--- src/include/esiu_defs.vh ---
// Constants for the eight-source interrupt unit
`ifndef ESIU_DEFS_VH
`define ESIU_DEFS_VH
// ------------------------------------------------------------------
// Register indices and byte addresses (index times four)
// ------------------------------------------------------------------
`define ESIU_IDX_SAVED_FLAGS 8'hcf
`define ESIU_IDX_INT_MASK 8'hfd
`define ESIU_IDX_INT_REQUEST 8'hfe
`define ESIU_IDX_FLAGS 8'hff
`define ESIU_IDX_SYS_CTL 8'hd5
`define ESIU_IDX_STATUS 8'hc0
`define ESIU_ADDR_W 10
`define ESIU_ADDR_SAVED_FLAGS 10'h33c
`define ESIU_ADDR_INT_MASK 10'h3f4
`define ESIU_ADDR_INT_REQUEST 10'h3f8
`define ESIU_ADDR_FLAGS 10'h3fc
`define ESIU_ADDR_SYS_CTL 10'h354
`define ESIU_ADDR_STATUS 10'h300
// ------------------------------------------------------------------
// Field positions
// ------------------------------------------------------------------
`define ESIU_GIE_BIT 0
`define ESIU_SRC_EXT_FIRST 3
`define ESIU_SRC_EXT_SECOND 6
`define ESIU_SRC_TIMER2 1
`define ESIU_EDGE_FIRST_BIT 0
`define ESIU_EDGE_SECOND_BIT 1
// ------------------------------------------------------------------
// Reset values and answers
// ------------------------------------------------------------------
`define ESIU_RST_BYTE 8'h00
`define ESIU_RESP_OKAY 2'b00
`define ESIU_RESP_SLVERR 2'b10
`define ESIU_VEC_STEP 16'h0004
`endif

--- src/core/esiu_top.v ---
// Eight-source interrupt unit with AXI4-Lite register access
//
// Chosen here: the AXI4-Lite slave port.
`timescale 1ns/1ps
`include "esiu_defs.vh"
module esiu_top #(
    parameter NSRC = 8
) (
    input wire MCLK_I,
    input wire RST_N_I,
    // Raw event lines from timers and filter, and the two pins
    input wire [NSRC-1:0] SRC_EVT_I,
    input wire EXT_PIN_FIRST_I,
    input wire EXT_PIN_SECOND_I,
    // Core handshake
    input wire INT_ACK_I,
    input wire RETI_I,
    input wire [3:0] CODE_BANK_I,
    output wire INT_REQ_O,
    output reg [19:0] INT_VECTOR_O,
    output wire WAKEUP_O,
    output wire [7:0] FLAGS_O,
    // AXI4-Lite slave
    input wire [`ESIU_ADDR_W-1:0] S_AXI_AWADDR_I,
    input wire S_AXI_AWVALID_I,
    output wire S_AXI_AWREADY_O,
    input wire [31:0] S_AXI_WDATA_I,
    input wire [3:0] S_AXI_WSTRB_I,
    input wire S_AXI_WVALID_I,
    output wire S_AXI_WREADY_O,
    // Write response
    output reg [1:0] S_AXI_BRESP_O,
    output reg S_AXI_BVALID_O,
    input wire S_AXI_BREADY_I,
    // Read address and data
    input wire [`ESIU_ADDR_W-1:0] S_AXI_ARADDR_I,
    input wire S_AXI_ARVALID_I,
    output wire S_AXI_ARREADY_O,
    output reg [31:0] S_AXI_RDATA_O,
    output reg [1:0] S_AXI_RRESP_O,
    output reg S_AXI_RVALID_O,
    input wire S_AXI_RREADY_I
);

    // ------------------------------------------------------------------
    // Registers
    // ------------------------------------------------------------------
    // Software-visible state first, then pipeline and bus holding state
    reg [7:0] flags_r;          // Processor flags, bit 0 global enable
    reg [7:0] saved_flags_r;    // Copy taken on entry
    reg [7:0] interrupt_mask_r; // Per-source enable
    reg [7:0] interrupt_request_r; // Latched requests
    reg [7:0] system_control_r; // Pin edge selects in bits 1:0
    reg in_service_r;           // Between acknowledge and return
    // Synchroniser stages for the raw event lines and the pin pads
    reg [NSRC-1:0] src_s1_r;    // Synchroniser first stage
    reg [NSRC-1:0] src_s2_r;    // Synchroniser second stage
    reg [NSRC-1:0] src_prev_r;  // Previous synchronised level
    reg [1:0] pin_s1_r;         // Pin synchroniser first stage
    reg [1:0] pin_s2_r;         // Pin synchroniser second stage
    reg [1:0] pin_prev_r;       // Previous synchronised pin level
    // Write channel holding state; one write is committed at a time
    reg [`ESIU_ADDR_W-1:0] aw_addr_r; // Held write address
    reg aw_full_r;              // Write address captured
    reg [31:0] w_data_r;        // Held write data
    reg [3:0] w_strb_r;         // Held strobes
    reg w_full_r;               // Write data captured

    // ------------------------------------------------------------------
    // Edge detection
    // ------------------------------------------------------------------
    // Three edges pass from a line change to its request bit
    // A pulse shorter than one clock may be missed, so sources stretch it
    // Sources are asynchronous, so every line passes two flops first
    always @(posedge MCLK_I or negedge RST_N_I) begin
        if (!RST_N_I) begin
            src_s1_r <= {NSRC{1'b0}};
            src_s2_r <= {NSRC{1'b0}};
            src_prev_r <= {NSRC{1'b0}};
            pin_s1_r <= 2'b00;
            pin_s2_r <= 2'b00;
            pin_prev_r <= 2'b00;
        end else begin
            src_s1_r <= SRC_EVT_I;
            src_s2_r <= src_s1_r;
            src_prev_r <= src_s2_r;
            // Pin inputs are the pad level, so own output drives are seen too
            pin_s1_r <= {EXT_PIN_SECOND_I, EXT_PIN_FIRST_I};
            pin_s2_r <= pin_s1_r;
            pin_prev_r <= pin_s2_r;
        end
    end

    // Pin edges compare the settled level with the one a clock earlier
    wire [1:0] pin_rise = pin_s2_r & ~pin_prev_r;
    wire [1:0] pin_fall = ~pin_s2_r & pin_prev_r;
    wire [1:0] edge_sel = {system_control_r[`ESIU_EDGE_SECOND_BIT],
                           system_control_r[`ESIU_EDGE_FIRST_BIT]};
    // Selected edge per pin, 0 rising and 1 falling
    wire [1:0] pin_hit = (pin_rise & ~edge_sel) | (pin_fall & edge_sel);

    // Edge choice only moves the pin slots; other slots ignore it
    // Set events per bit; pin slots take the programmed edge instead
    wire [NSRC-1:0] set_evt;
    genvar g;
    generate
        for (g = 0; g < NSRC; g = g + 1) begin : g_evt
            if (g == `ESIU_SRC_EXT_FIRST) begin : g_p0
                assign set_evt[g] = pin_hit[0];
            end else if (g == `ESIU_SRC_EXT_SECOND) begin : g_p1
                assign set_evt[g] = pin_hit[1];
            end else begin : g_in
                // Internal sources: rising edge only
                assign set_evt[g] = src_s2_r[g] & ~src_prev_r[g];
            end
        end
    endgenerate

    // ------------------------------------------------------------------
    // Priority and delivery
    // ------------------------------------------------------------------
    // Masked bits stay latched; only delivery is gated
    wire [7:0] pending = interrupt_request_r & interrupt_mask_r;
    wire gie = flags_r[`ESIU_GIE_BIT];
    assign INT_REQ_O = gie & (|pending);
    // Lowest set bit wins; two's complement isolates it without a loop
    // Fixed order keeps the filter events behind the timers
    wire [7:0] lowest = pending & (~pending + 8'h01);
    reg [15:0] vec_low;
    integer k;
    // Encode chosen source into low vector bits 04H..20H
    always @* begin
        vec_low = 16'h0000;
        for (k = 0; k < 8; k = k + 1) begin
            if (lowest[k]) begin
                vec_low = `ESIU_VEC_STEP * (k[15:0] + 16'h0001);
            end
        end
    end
    // Wake stays high until software clears the Timer2 request bit
    // Timer2 request is an asynchronous-safe level for the clock gate
    assign WAKEUP_O = interrupt_request_r[`ESIU_SRC_TIMER2];
    // Flags go straight out so the core sees the enable it restores
    assign FLAGS_O = flags_r;

    // ------------------------------------------------------------------
    // AXI4-Lite channel handshakes
    // ------------------------------------------------------------------
    // Each half is held until the commit; its ready drops while it waits
    // A new read is taken only once the previous answer is retired
    assign S_AXI_AWREADY_O = ~aw_full_r;
    assign S_AXI_WREADY_O = ~w_full_r;
    assign S_AXI_ARREADY_O = ~S_AXI_RVALID_O;
    wire wr_go = aw_full_r & w_full_r & ~S_AXI_BVALID_O; // Both halves held, no answer owed
    wire [`ESIU_ADDR_W-1:0] wa = aw_addr_r; // Address of the write being committed
    wire lane0 = wr_go & w_strb_r[0]; // Only byte lane 0 carries register data
    reg hit_sf; // Commit to saved flags
    reg hit_fl; // Commit to flags
    reg hit_mk; // Commit to mask
    reg hit_rq; // Commit to request clears
    reg hit_sc; // Commit to system control
    reg wr_ok; // Address maps to a register

    // Write address decode; strobes fire only in the commit cycle
    always @* begin
        hit_sf = 1'b0;
        hit_fl = 1'b0;
        hit_mk = 1'b0;
        hit_rq = 1'b0;
        hit_sc = 1'b0;
        wr_ok = 1'b1;
        if (wa == `ESIU_ADDR_SAVED_FLAGS) begin
            hit_sf = lane0;
        end else if (wa == `ESIU_ADDR_FLAGS) begin
            hit_fl = lane0;
        end else if (wa == `ESIU_ADDR_INT_MASK) begin
            hit_mk = lane0;
        end else if (wa == `ESIU_ADDR_INT_REQUEST) begin
            hit_rq = lane0;
        end else if (wa == `ESIU_ADDR_SYS_CTL) begin
            hit_sc = lane0;
        end else if (wa == `ESIU_ADDR_STATUS) begin
            // Status is derived, so a write there is answered and dropped
            wr_ok = 1'b1;
        end else begin
            // Unmapped: nothing changes and the answer is an error
            wr_ok = 1'b0;
        end
    end

    // Write channel capture and response
    always @(posedge MCLK_I or negedge RST_N_I) begin
        if (!RST_N_I) begin
            aw_addr_r <= {`ESIU_ADDR_W{1'b0}};
            aw_full_r <= 1'b0;
            w_data_r <= 32'h00000000;
            w_strb_r <= 4'h0;
            w_full_r <= 1'b0;
            S_AXI_BVALID_O <= 1'b0;
            S_AXI_BRESP_O <= `ESIU_RESP_OKAY;
        end else begin
            // Address and data may arrive in either order
            if (S_AXI_AWVALID_I && !aw_full_r) begin
                aw_addr_r <= S_AXI_AWADDR_I;
                aw_full_r <= 1'b1;
            end
            if (S_AXI_WVALID_I && !w_full_r) begin
                w_data_r <= S_AXI_WDATA_I;
                w_strb_r <= S_AXI_WSTRB_I;
                w_full_r <= 1'b1;
            end
            if (wr_go) begin
                // Both halves present: commit and answer
                aw_full_r <= 1'b0;
                w_full_r <= 1'b0;
                S_AXI_BVALID_O <= 1'b1;
                S_AXI_BRESP_O <= wr_ok ? `ESIU_RESP_OKAY : `ESIU_RESP_SLVERR;
            end else if (S_AXI_BVALID_O && S_AXI_BREADY_I) begin
                S_AXI_BVALID_O <= 1'b0;
            end
        end
    end

    // ------------------------------------------------------------------
    // Interrupt state and software-visible registers
    // ------------------------------------------------------------------
    // Acknowledge outranks return, which outranks bus writes to flags
    // A flags write in the acknowledge cycle is lost; service code rewrites it
    // Acknowledge, return and bus writes meet here; set beats clear
    always @(posedge MCLK_I or negedge RST_N_I) begin
        if (!RST_N_I) begin
            flags_r <= `ESIU_RST_BYTE;
            saved_flags_r <= `ESIU_RST_BYTE;
            interrupt_mask_r <= `ESIU_RST_BYTE;
            interrupt_request_r <= `ESIU_RST_BYTE;
            system_control_r <= `ESIU_RST_BYTE;
            in_service_r <= 1'b0;
        end else begin
            // Zero bits clear, ones are ignored; new events still land
            interrupt_request_r <= (hit_rq ? (interrupt_request_r & w_data_r[7:0])
                                           : interrupt_request_r) | set_evt;
            // Mask and edge selects change only on a committed bus write
            if (hit_mk) begin
                interrupt_mask_r <= w_data_r[7:0];
            end
            if (hit_sc) begin
                system_control_r <= w_data_r[7:0];
            end
            if (INT_ACK_I && INT_REQ_O) begin
                // Entry: keep old flags, drop the global enable
                saved_flags_r <= flags_r;
                flags_r[`ESIU_GIE_BIT] <= 1'b0;
                in_service_r <= 1'b1;
            end else if (RETI_I) begin
                flags_r <= saved_flags_r;
                in_service_r <= 1'b0;
            end else begin
                if (hit_sf) begin
                    saved_flags_r <= w_data_r[7:0];
                end
                if (hit_fl) begin
                    flags_r <= w_data_r[7:0];
                    // Known defect kept on purpose: enable shadows into the copy
                    if (in_service_r && !hit_sf) begin
                        saved_flags_r[`ESIU_GIE_BIT] <= w_data_r[`ESIU_GIE_BIT];
                    end
                end
            end
        end
    end

    // Holding the vector in a flop keeps it steady while the core fetches
    // Vector is captured at acknowledge; upper nibble is the current bank
    always @(posedge MCLK_I or negedge RST_N_I) begin
        if (!RST_N_I) begin
            INT_VECTOR_O <= 20'h00000;
        end else if (INT_ACK_I && INT_REQ_O) begin
            INT_VECTOR_O <= {CODE_BANK_I, vec_low};
        end
    end

    // ------------------------------------------------------------------
    // Read channel
    // ------------------------------------------------------------------
    reg [7:0] rd_byte; // Register chosen by the read address
    reg rd_err; // Read address maps to nothing
    // Read address decode; unmapped gives zero with an error
    always @* begin
        rd_byte = 8'h00;
        rd_err = 1'b0;
        if (S_AXI_ARADDR_I == `ESIU_ADDR_SAVED_FLAGS) begin
            rd_byte = saved_flags_r;
        end else if (S_AXI_ARADDR_I == `ESIU_ADDR_INT_MASK) begin
            rd_byte = interrupt_mask_r;
        end else if (S_AXI_ARADDR_I == `ESIU_ADDR_INT_REQUEST) begin
            rd_byte = interrupt_request_r;
        end else if (S_AXI_ARADDR_I == `ESIU_ADDR_FLAGS) begin
            rd_byte = flags_r;
        end else if (S_AXI_ARADDR_I == `ESIU_ADDR_SYS_CTL) begin
            rd_byte = system_control_r;
        end else if (S_AXI_ARADDR_I == `ESIU_ADDR_STATUS) begin
            rd_byte = pending;
        end else begin
            rd_err = 1'b1;
        end
    end

    // Read answer registers; the answer stands until it is taken
    always @(posedge MCLK_I or negedge RST_N_I) begin
        if (!RST_N_I) begin
            S_AXI_RVALID_O <= 1'b0;
            S_AXI_RDATA_O <= 32'h00000000;
            S_AXI_RRESP_O <= `ESIU_RESP_OKAY;
        end else if (S_AXI_ARVALID_I && !S_AXI_RVALID_O) begin
            S_AXI_RVALID_O <= 1'b1;
            S_AXI_RDATA_O <= {24'h000000, rd_byte};
            S_AXI_RRESP_O <= rd_err ? `ESIU_RESP_SLVERR : `ESIU_RESP_OKAY;
        end else if (S_AXI_RVALID_O && S_AXI_RREADY_I) begin
            S_AXI_RVALID_O <= 1'b0;
        end
    end

endmodule

--- config.mk ---
export PLATFORM = sky130hd
export DESIGN_NAME = esiu_top
export DESIGN_NICKNAME = d
export VERILOG_FILES = /design/src/core/esiu_top.v
export VERILOG_INCLUDE_DIRS = /design/src /design/src/include
export SDC_FILE = /design/constraint.sdc
export NUM_CORES = 1
export LEC_CHECK = 0
export BUFFER_PORTS_ARGS = -buffer_cell sky130_fd_sc_hd__buf_4
export CAP_MARGIN = 25
export CORE_MARGIN = 2
export CORE_UTILIZATION = 35
export CTS_CLUSTER_DIAMETER = 80
export CTS_CLUSTER_SIZE = 14
export DETAILED_ROUTE_END_ITERATION = 10
export MAX_ROUTING_LAYER = met4
export PLACE_DENSITY = 0.59
export SLEW_MARGIN = 25
export SYNTH_ARGS = -nofsm -noshare
export SYNTH_HDL_FRONTEND = slang
export SYNTH_SLANG_ARGS = --single-unit
--- constraint.sdc ---
create_clock -name MCLK_I -period 2 [get_ports MCLK_I]
set_input_delay 0.2 -clock MCLK_I [delete_from_list [all_inputs] [get_ports MCLK_I]]
set_output_delay 0.2 -clock MCLK_I [all_outputs]
set_load 0.02 [all_outputs]
**Word level (Yosys, flattened, before mapping)**

Index checks and enable logic that the tools add are counted.

- Bits in registers: 126
- Input port bits: 79
- Logic and storage cells: 157

- Add/sub/neg operators: 1
- Equality and inequality tests: 13
- Multiplexer cells: 62
- Bitwise logic cells: 34
- Reduce and logical (&&, ||, !) cells: 22

Operator list:

| operator | count |
|---|---|
| 10-bit == test, second input constant | 12 |
| 16-bit 2-to-1 mux | 7 |
| 8-bit 2-to-1 mux | 12 |
| 1-bit 2-to-1 mux | 40 |
| 8-bit AND | 3 |
| 2-bit nonzero test | 7 |
| 1-bit inverter | 11 |
| 1-bit AND | 10 |
| 8-bit by 1-bit adder with 8-bit output, second input constant | 1 |
| 2-bit AND | 4 |
| 8-bit inverter | 1 |
| 8-bit OR | 1 |
| 8-bit OR reduction | 1 |
| 1-bit logical AND | 7 |
| 2-bit inverter | 3 |
| 1-bit logical NOT | 4 |
| 2-bit 2-to-1 mux | 2 |
| 2-bit AND reduction | 2 |
| 3-bit 2-to-1 mux | 1 |
| 3-bit nonzero test | 1 |
| 2-bit by 1-bit inequality test with 1-bit output, second input constant | 1 |
| 2-bit OR | 1 |

**Depth between registers and ports, before layout**

- Depth after elaboration: 12
- Mapped depth: 7
- Depth with buffers taken out: 5

**Worst setup path before layout**

No wires, ideal clock.

- Path type: reg2reg
- From: register S_AXI_BVALID_O
- To: register system_control_r[0]
- Arrival time: 1.759 ns
- Data required time: 1.875 ns
- Path slack: 0.117 ns
- Cell stages (with the launch flop): 6
- Buffers on the path: 1
- Cells stage by stage: dfrtp_1 > and3b_1 > buf_2 > nand2_1 > nor3_2 > mux2_2

- Word-level cells in the longest chain between the ends: 8

RTL lines:

| element | RTL line | source |
|---|---|---|
| start: declaration | esiu_top.v:33 | `output reg S_AXI_BVALID_O,` |
| start signal: assignment | esiu_top.v:199 | `S_AXI_BVALID_O <= 1'b0;` |
| start signal: assignment | esiu_top.v:216 | `S_AXI_BVALID_O <= 1'b1;` |
| start signal: assignment | esiu_top.v:219 | `S_AXI_BVALID_O <= 1'b0;` |
| 1-bit inverter | esiu_top.v:154 | `wire wr_go = aw_full_r & w_full_r & ~S_AXI_BVALID_O;` |
| 1-bit AND | esiu_top.v:154 |  |
| 1-bit AND | esiu_top.v:156 | `wire lane0 = wr_go & w_strb_r[0];` |
| 1-bit 2-to-1 mux | esiu_top.v:180 | `` end else if (wa == `ESIU_ADDR_SYS_CTL) begin `` |
| 1-bit 2-to-1 mux | esiu_top.v:178 | `` end else if (wa == `ESIU_ADDR_INT_REQUEST) begin `` |
| 1-bit 2-to-1 mux | esiu_top.v:176 | `` end else if (wa == `ESIU_ADDR_INT_MASK) begin `` |
| 1-bit 2-to-1 mux | esiu_top.v:174 | `` end else if (wa == `ESIU_ADDR_FLAGS) begin `` |
| 1-bit 2-to-1 mux | esiu_top.v:172 | `` if (wa == `ESIU_ADDR_SAVED_FLAGS) begin `` |
| end signal: assignment | esiu_top.v:236 | `` system_control_r <= `ESIU_RST_BYTE; `` |
| end signal: assignment | esiu_top.v:247 | `system_control_r <= w_data_r[7:0];` |
| end: declaration | esiu_top.v:53 | `reg [7:0] system_control_r;` |

Every way passes these cells.
A chain may end at the register's enable or synchronous reset.

**Worst setup path after layout**

- From: register interrupt_mask_r[2]
- To: output INT_REQ_O

- Word-level cells in the longest chain between the ends: 3

RTL lines:

| element | RTL line | source |
|---|---|---|
| start: declaration | esiu_top.v:51 | `reg [7:0] interrupt_mask_r;` |
| start signal: assignment | esiu_top.v:234 | `` interrupt_mask_r <= `ESIU_RST_BYTE; `` |
| start signal: assignment | esiu_top.v:244 | `interrupt_mask_r <= w_data_r[7:0];` |
| 8-bit AND | esiu_top.v:123 | `wire [7:0] pending = interrupt_request_r & interrupt_mask_r;` |
| 8-bit OR reduction | esiu_top.v:125 | `assign INT_REQ_O = gie & (\|pending);` |
| 1-bit AND | esiu_top.v:125 |  |
| end: declaration | esiu_top.v:19 | `output wire INT_REQ_O,` |

Every way passes these cells.

==> reports/results.txt <==
Outcome = completed
Cell Chain, Critical Path = a222oi_1, buf_4, nand2_4, o21a_1, buf_6
Clock root buffer = clkbuf_16
CP Launch Type = flop
CTS buffer count = 9
Post-synth EDFFs = 0
Nets = 640
Worst path bufs/invs = 2
RSZ-0062 raised after global routing = true
Hpwl dp = 8650 um
Syn Inst Count = 450
Synthesis-stage register bit count = 106
Fin. Hold Viols = 0
CP arrival = 1.74 ns
Hold/Removal Path Class = primary input to flop
Yosys warns = 0
Max incr delay on CP = 0.44 ns
Post-Syn Area per Cell = 10.9 sq um
FF-to-FF path depth = 6
Post-route clock skew = 0.00819 ns
Via Count = 3,744
Worst-path fanout max = 5
Die W = 122 um
Min-delay src = S_AXI_RREADY_I
Initial Utilization = 0.356
Row count = 43
GRT overflow = 0
Final Max Slew Viols = 0
Post-route cell area = 6170 sq um
Leakage = 0.00294 uW
Crit path depth = 5
Antenna violations before repair = 0
Peak Freq = 514 MHz
First-pass GRT wire length = 19,400 um
Crit path max-delay family = compound AO/OA/AOI/OAI gates
Worst-Margin Slew = 0.531 ns
Drt first pass iters = 5
Final RePlAce weighted congestion = 0.880
Critical setup path kind = flop to output port
CP endpoint kind = output port
Ant diodes = 0
Sink Count = 106
Setup violators final = 0
WL per Instance = 16.3 um
Clk slew on worst S/H paths = 0.07 ns
Yosys cell types = 57
Detailed Route WL = 12,100 um
Core area = 13,800 sq um
CTS tree = built
Post-synth top area cell = dfrtp_1
CP max-delay cell = dfrtp_2
Commonest cells post-synth = 106 x dfrtp_1, 52 x nand2_1, 39 x buf_4
Placed cell areas = 5730 sq um
Mapped Area = 4910 sq um
Clock Path Buffers = 2
Endpoint of the worst register-to-register path = FLAGS_O[7]$_DFFE_PN0P_
IO Count = 150
H-tree Lvls = 3
Cell Pwr Density = 968 nW/um^2
Layout area overhead = 25.8%
Post-synth ARST share = 1.00
Worst r2r src = interrupt_mask_r[2]$_DFFE_PN0P_
Largest cells by area after synthesis = dfrtp_1 54%, mux2_2 8.0%, buf_4 6.0%
Layout cells sized above 1 = 0.303
DR vias/cell = 5.03
Final Cycle Share = 0.972
Fin crit period = 1.94 ns
Hold EP = S_AXI_RVALID_O$_DFFE_PN0P_
Global Route Usage Sum = 0.177
Top_reg_cell synth = dfrtp_1
Required @ worst endpoint = 1.80 ns
Max VDD drop = 0.000503 V
Yosys top cell area share = 0.541
Pwr Total = 5980 uW
Largest net degree at the start of global routing = 40
Worst hold path cell count = 2
Worst relative slew slack = 0.645
Reg2Reg Setup Slack = 0.14 ns
Count of buffers from port buffering = 82
Vias in the first global route = 3,675
Total of max-cap violations = 0
Most common cell in the synthesized netlist = dfrtp_1
Die footprint = 15,000 sq um
Initial drt markers = 210
Residual DRC = 0
Seq/Total Area, Yosys = 0.541
Die Span Y = 122 um
Worst-Skew Late Latency = 0.35 ns
Final ANT Viol Nets = 0
cells in the final DEF, fill, tap and decap left out, types with 6 or more instances in the layout:
cell type      netlist  final
conb_1               1     38
nand2_1             52     51
mux2i_1             16     16
buf_4               39    107
o22ai_1              7      7
nor2_1              15     15
dlygate4sd3_1        0      9
a21o_1               9      9
o21ai_1             11     12
nand3_1              6      6
clkbuf_16            0      9
o21ai_0             36     35
dfrtp_1            106    105
mux2_2              35     35
a31oi_1              9      9
a21oi_1             15     15
a22oi_1              9      8
inv_1               13     13
routing by layer:
layer | part of all wire | track usage
met1 | 0.46 | 0.232
met2 | 0.46 | 0.261
met3 | 0.071 | 0.0525
met4 | 0.015 | 0.0596
met5 | 0 | -
worst max path at each step:
stage                                                 from                               to  slack, ns
after floorplan                 S_AXI_BVALID_O$_DFFE_PN0P_  system_control_r[0]$_DFFE_PN0P_       0.12
after global routing       interrupt_mask_r[2]$_DFFE_PN0P_                        INT_REQ_O      -0.02
after global placement                   S_AXI_ARADDR_I[1]     S_AXI_RDATA_O[2]$_DFFE_PN0P_       0.18
after CTS                 interrupt_request_r[2]$_DFF_PN0_                        INT_REQ_O      0.004
after detailed placement                 S_AXI_ARADDR_I[1]     S_AXI_RDATA_O[3]$_DFFE_PN0P_       0.14
final                      interrupt_mask_r[2]$_DFFE_PN0P_                        INT_REQ_O       0.06
report_power, final:
group | leakage, uW | total [uW] | switching (uW) | internal, uW
sequential | 0.00132 | 2850 | 360 | 2490
combinational | 0.00147 | 1270 | 646 | 628
clock | 0.000145 | 1850 | 767 | 1090
per-stage QoR:
stage	setup slack [ns]	hold slack (ns)	std cells	util	TNS [ns]
global placement	0.179	0.189	719	0.416	0
global route	-0.0166	0.0268	745	0.448	-0.0166
CTS	0.00415	0.0243	743	0.446	0
detailed placement	0.139	0.192	719	0.416	0
floorplan	0.117	-0.0956	487	-	0
finish	0.0555	0.0357	745	0.448	0
logic make-up (layout without fill, tap and decap cells):
group           count (synthesis)  after routing  share of synthesized area
compound gates                115            115                      0.146
other cells                     1             38                   0.000764
flops                         106            106                      0.541
mux                            51             51                      0.113
simple gates                  109            109                      0.117
buf+inv                        68            146                     0.0836
repair_timing:
action / 4_1_cts / 5_1_grt
buffers inserted: 0 / 2
resized for setup: 1 / 6
hold endpoints to repair: 41 / 0
hold buffers: 9 / 0
setup endpoints to repair: 1 / 3
pin swaps: 0 / 2
registers in the layout, indices dropped and copies added (netlist names):
signal	count
pin_s2_r	2
pin_s1_r	2
in_service_r	1
S_AXI_BVALID_O	1
S_AXI_RVALID_O	1
aw_full_r	1
w_strb_r	1
FLAGS_O	8
interrupt_request_r	8
aw_addr_r	10
w_data_r	8
INT_VECTOR_O	8
src_s1_r	6
interrupt_mask_r	8
pin_prev_r	2
src_prev_r	6
system_control_r	8
src_s2_r	6
S_AXI_BRESP_O	1
w_full_r	1
S_AXI_RRESP_O	1
S_AXI_RDATA_O	8
saved_flags_r	8
final cells by class:
class                           instances  area (sq um)
Sequential cell                       106          2650
Clock inverter                          5          80.1
Timing Repair Buffer                  118           925
Fill cell                            1327          7600
Multi-Input combinational cell        313          2010
Clock buffer                           10           229
Tap cell                              180           225
Inverter                               13          48.8
No activity file was read; power rests on OpenSTA's default activity.
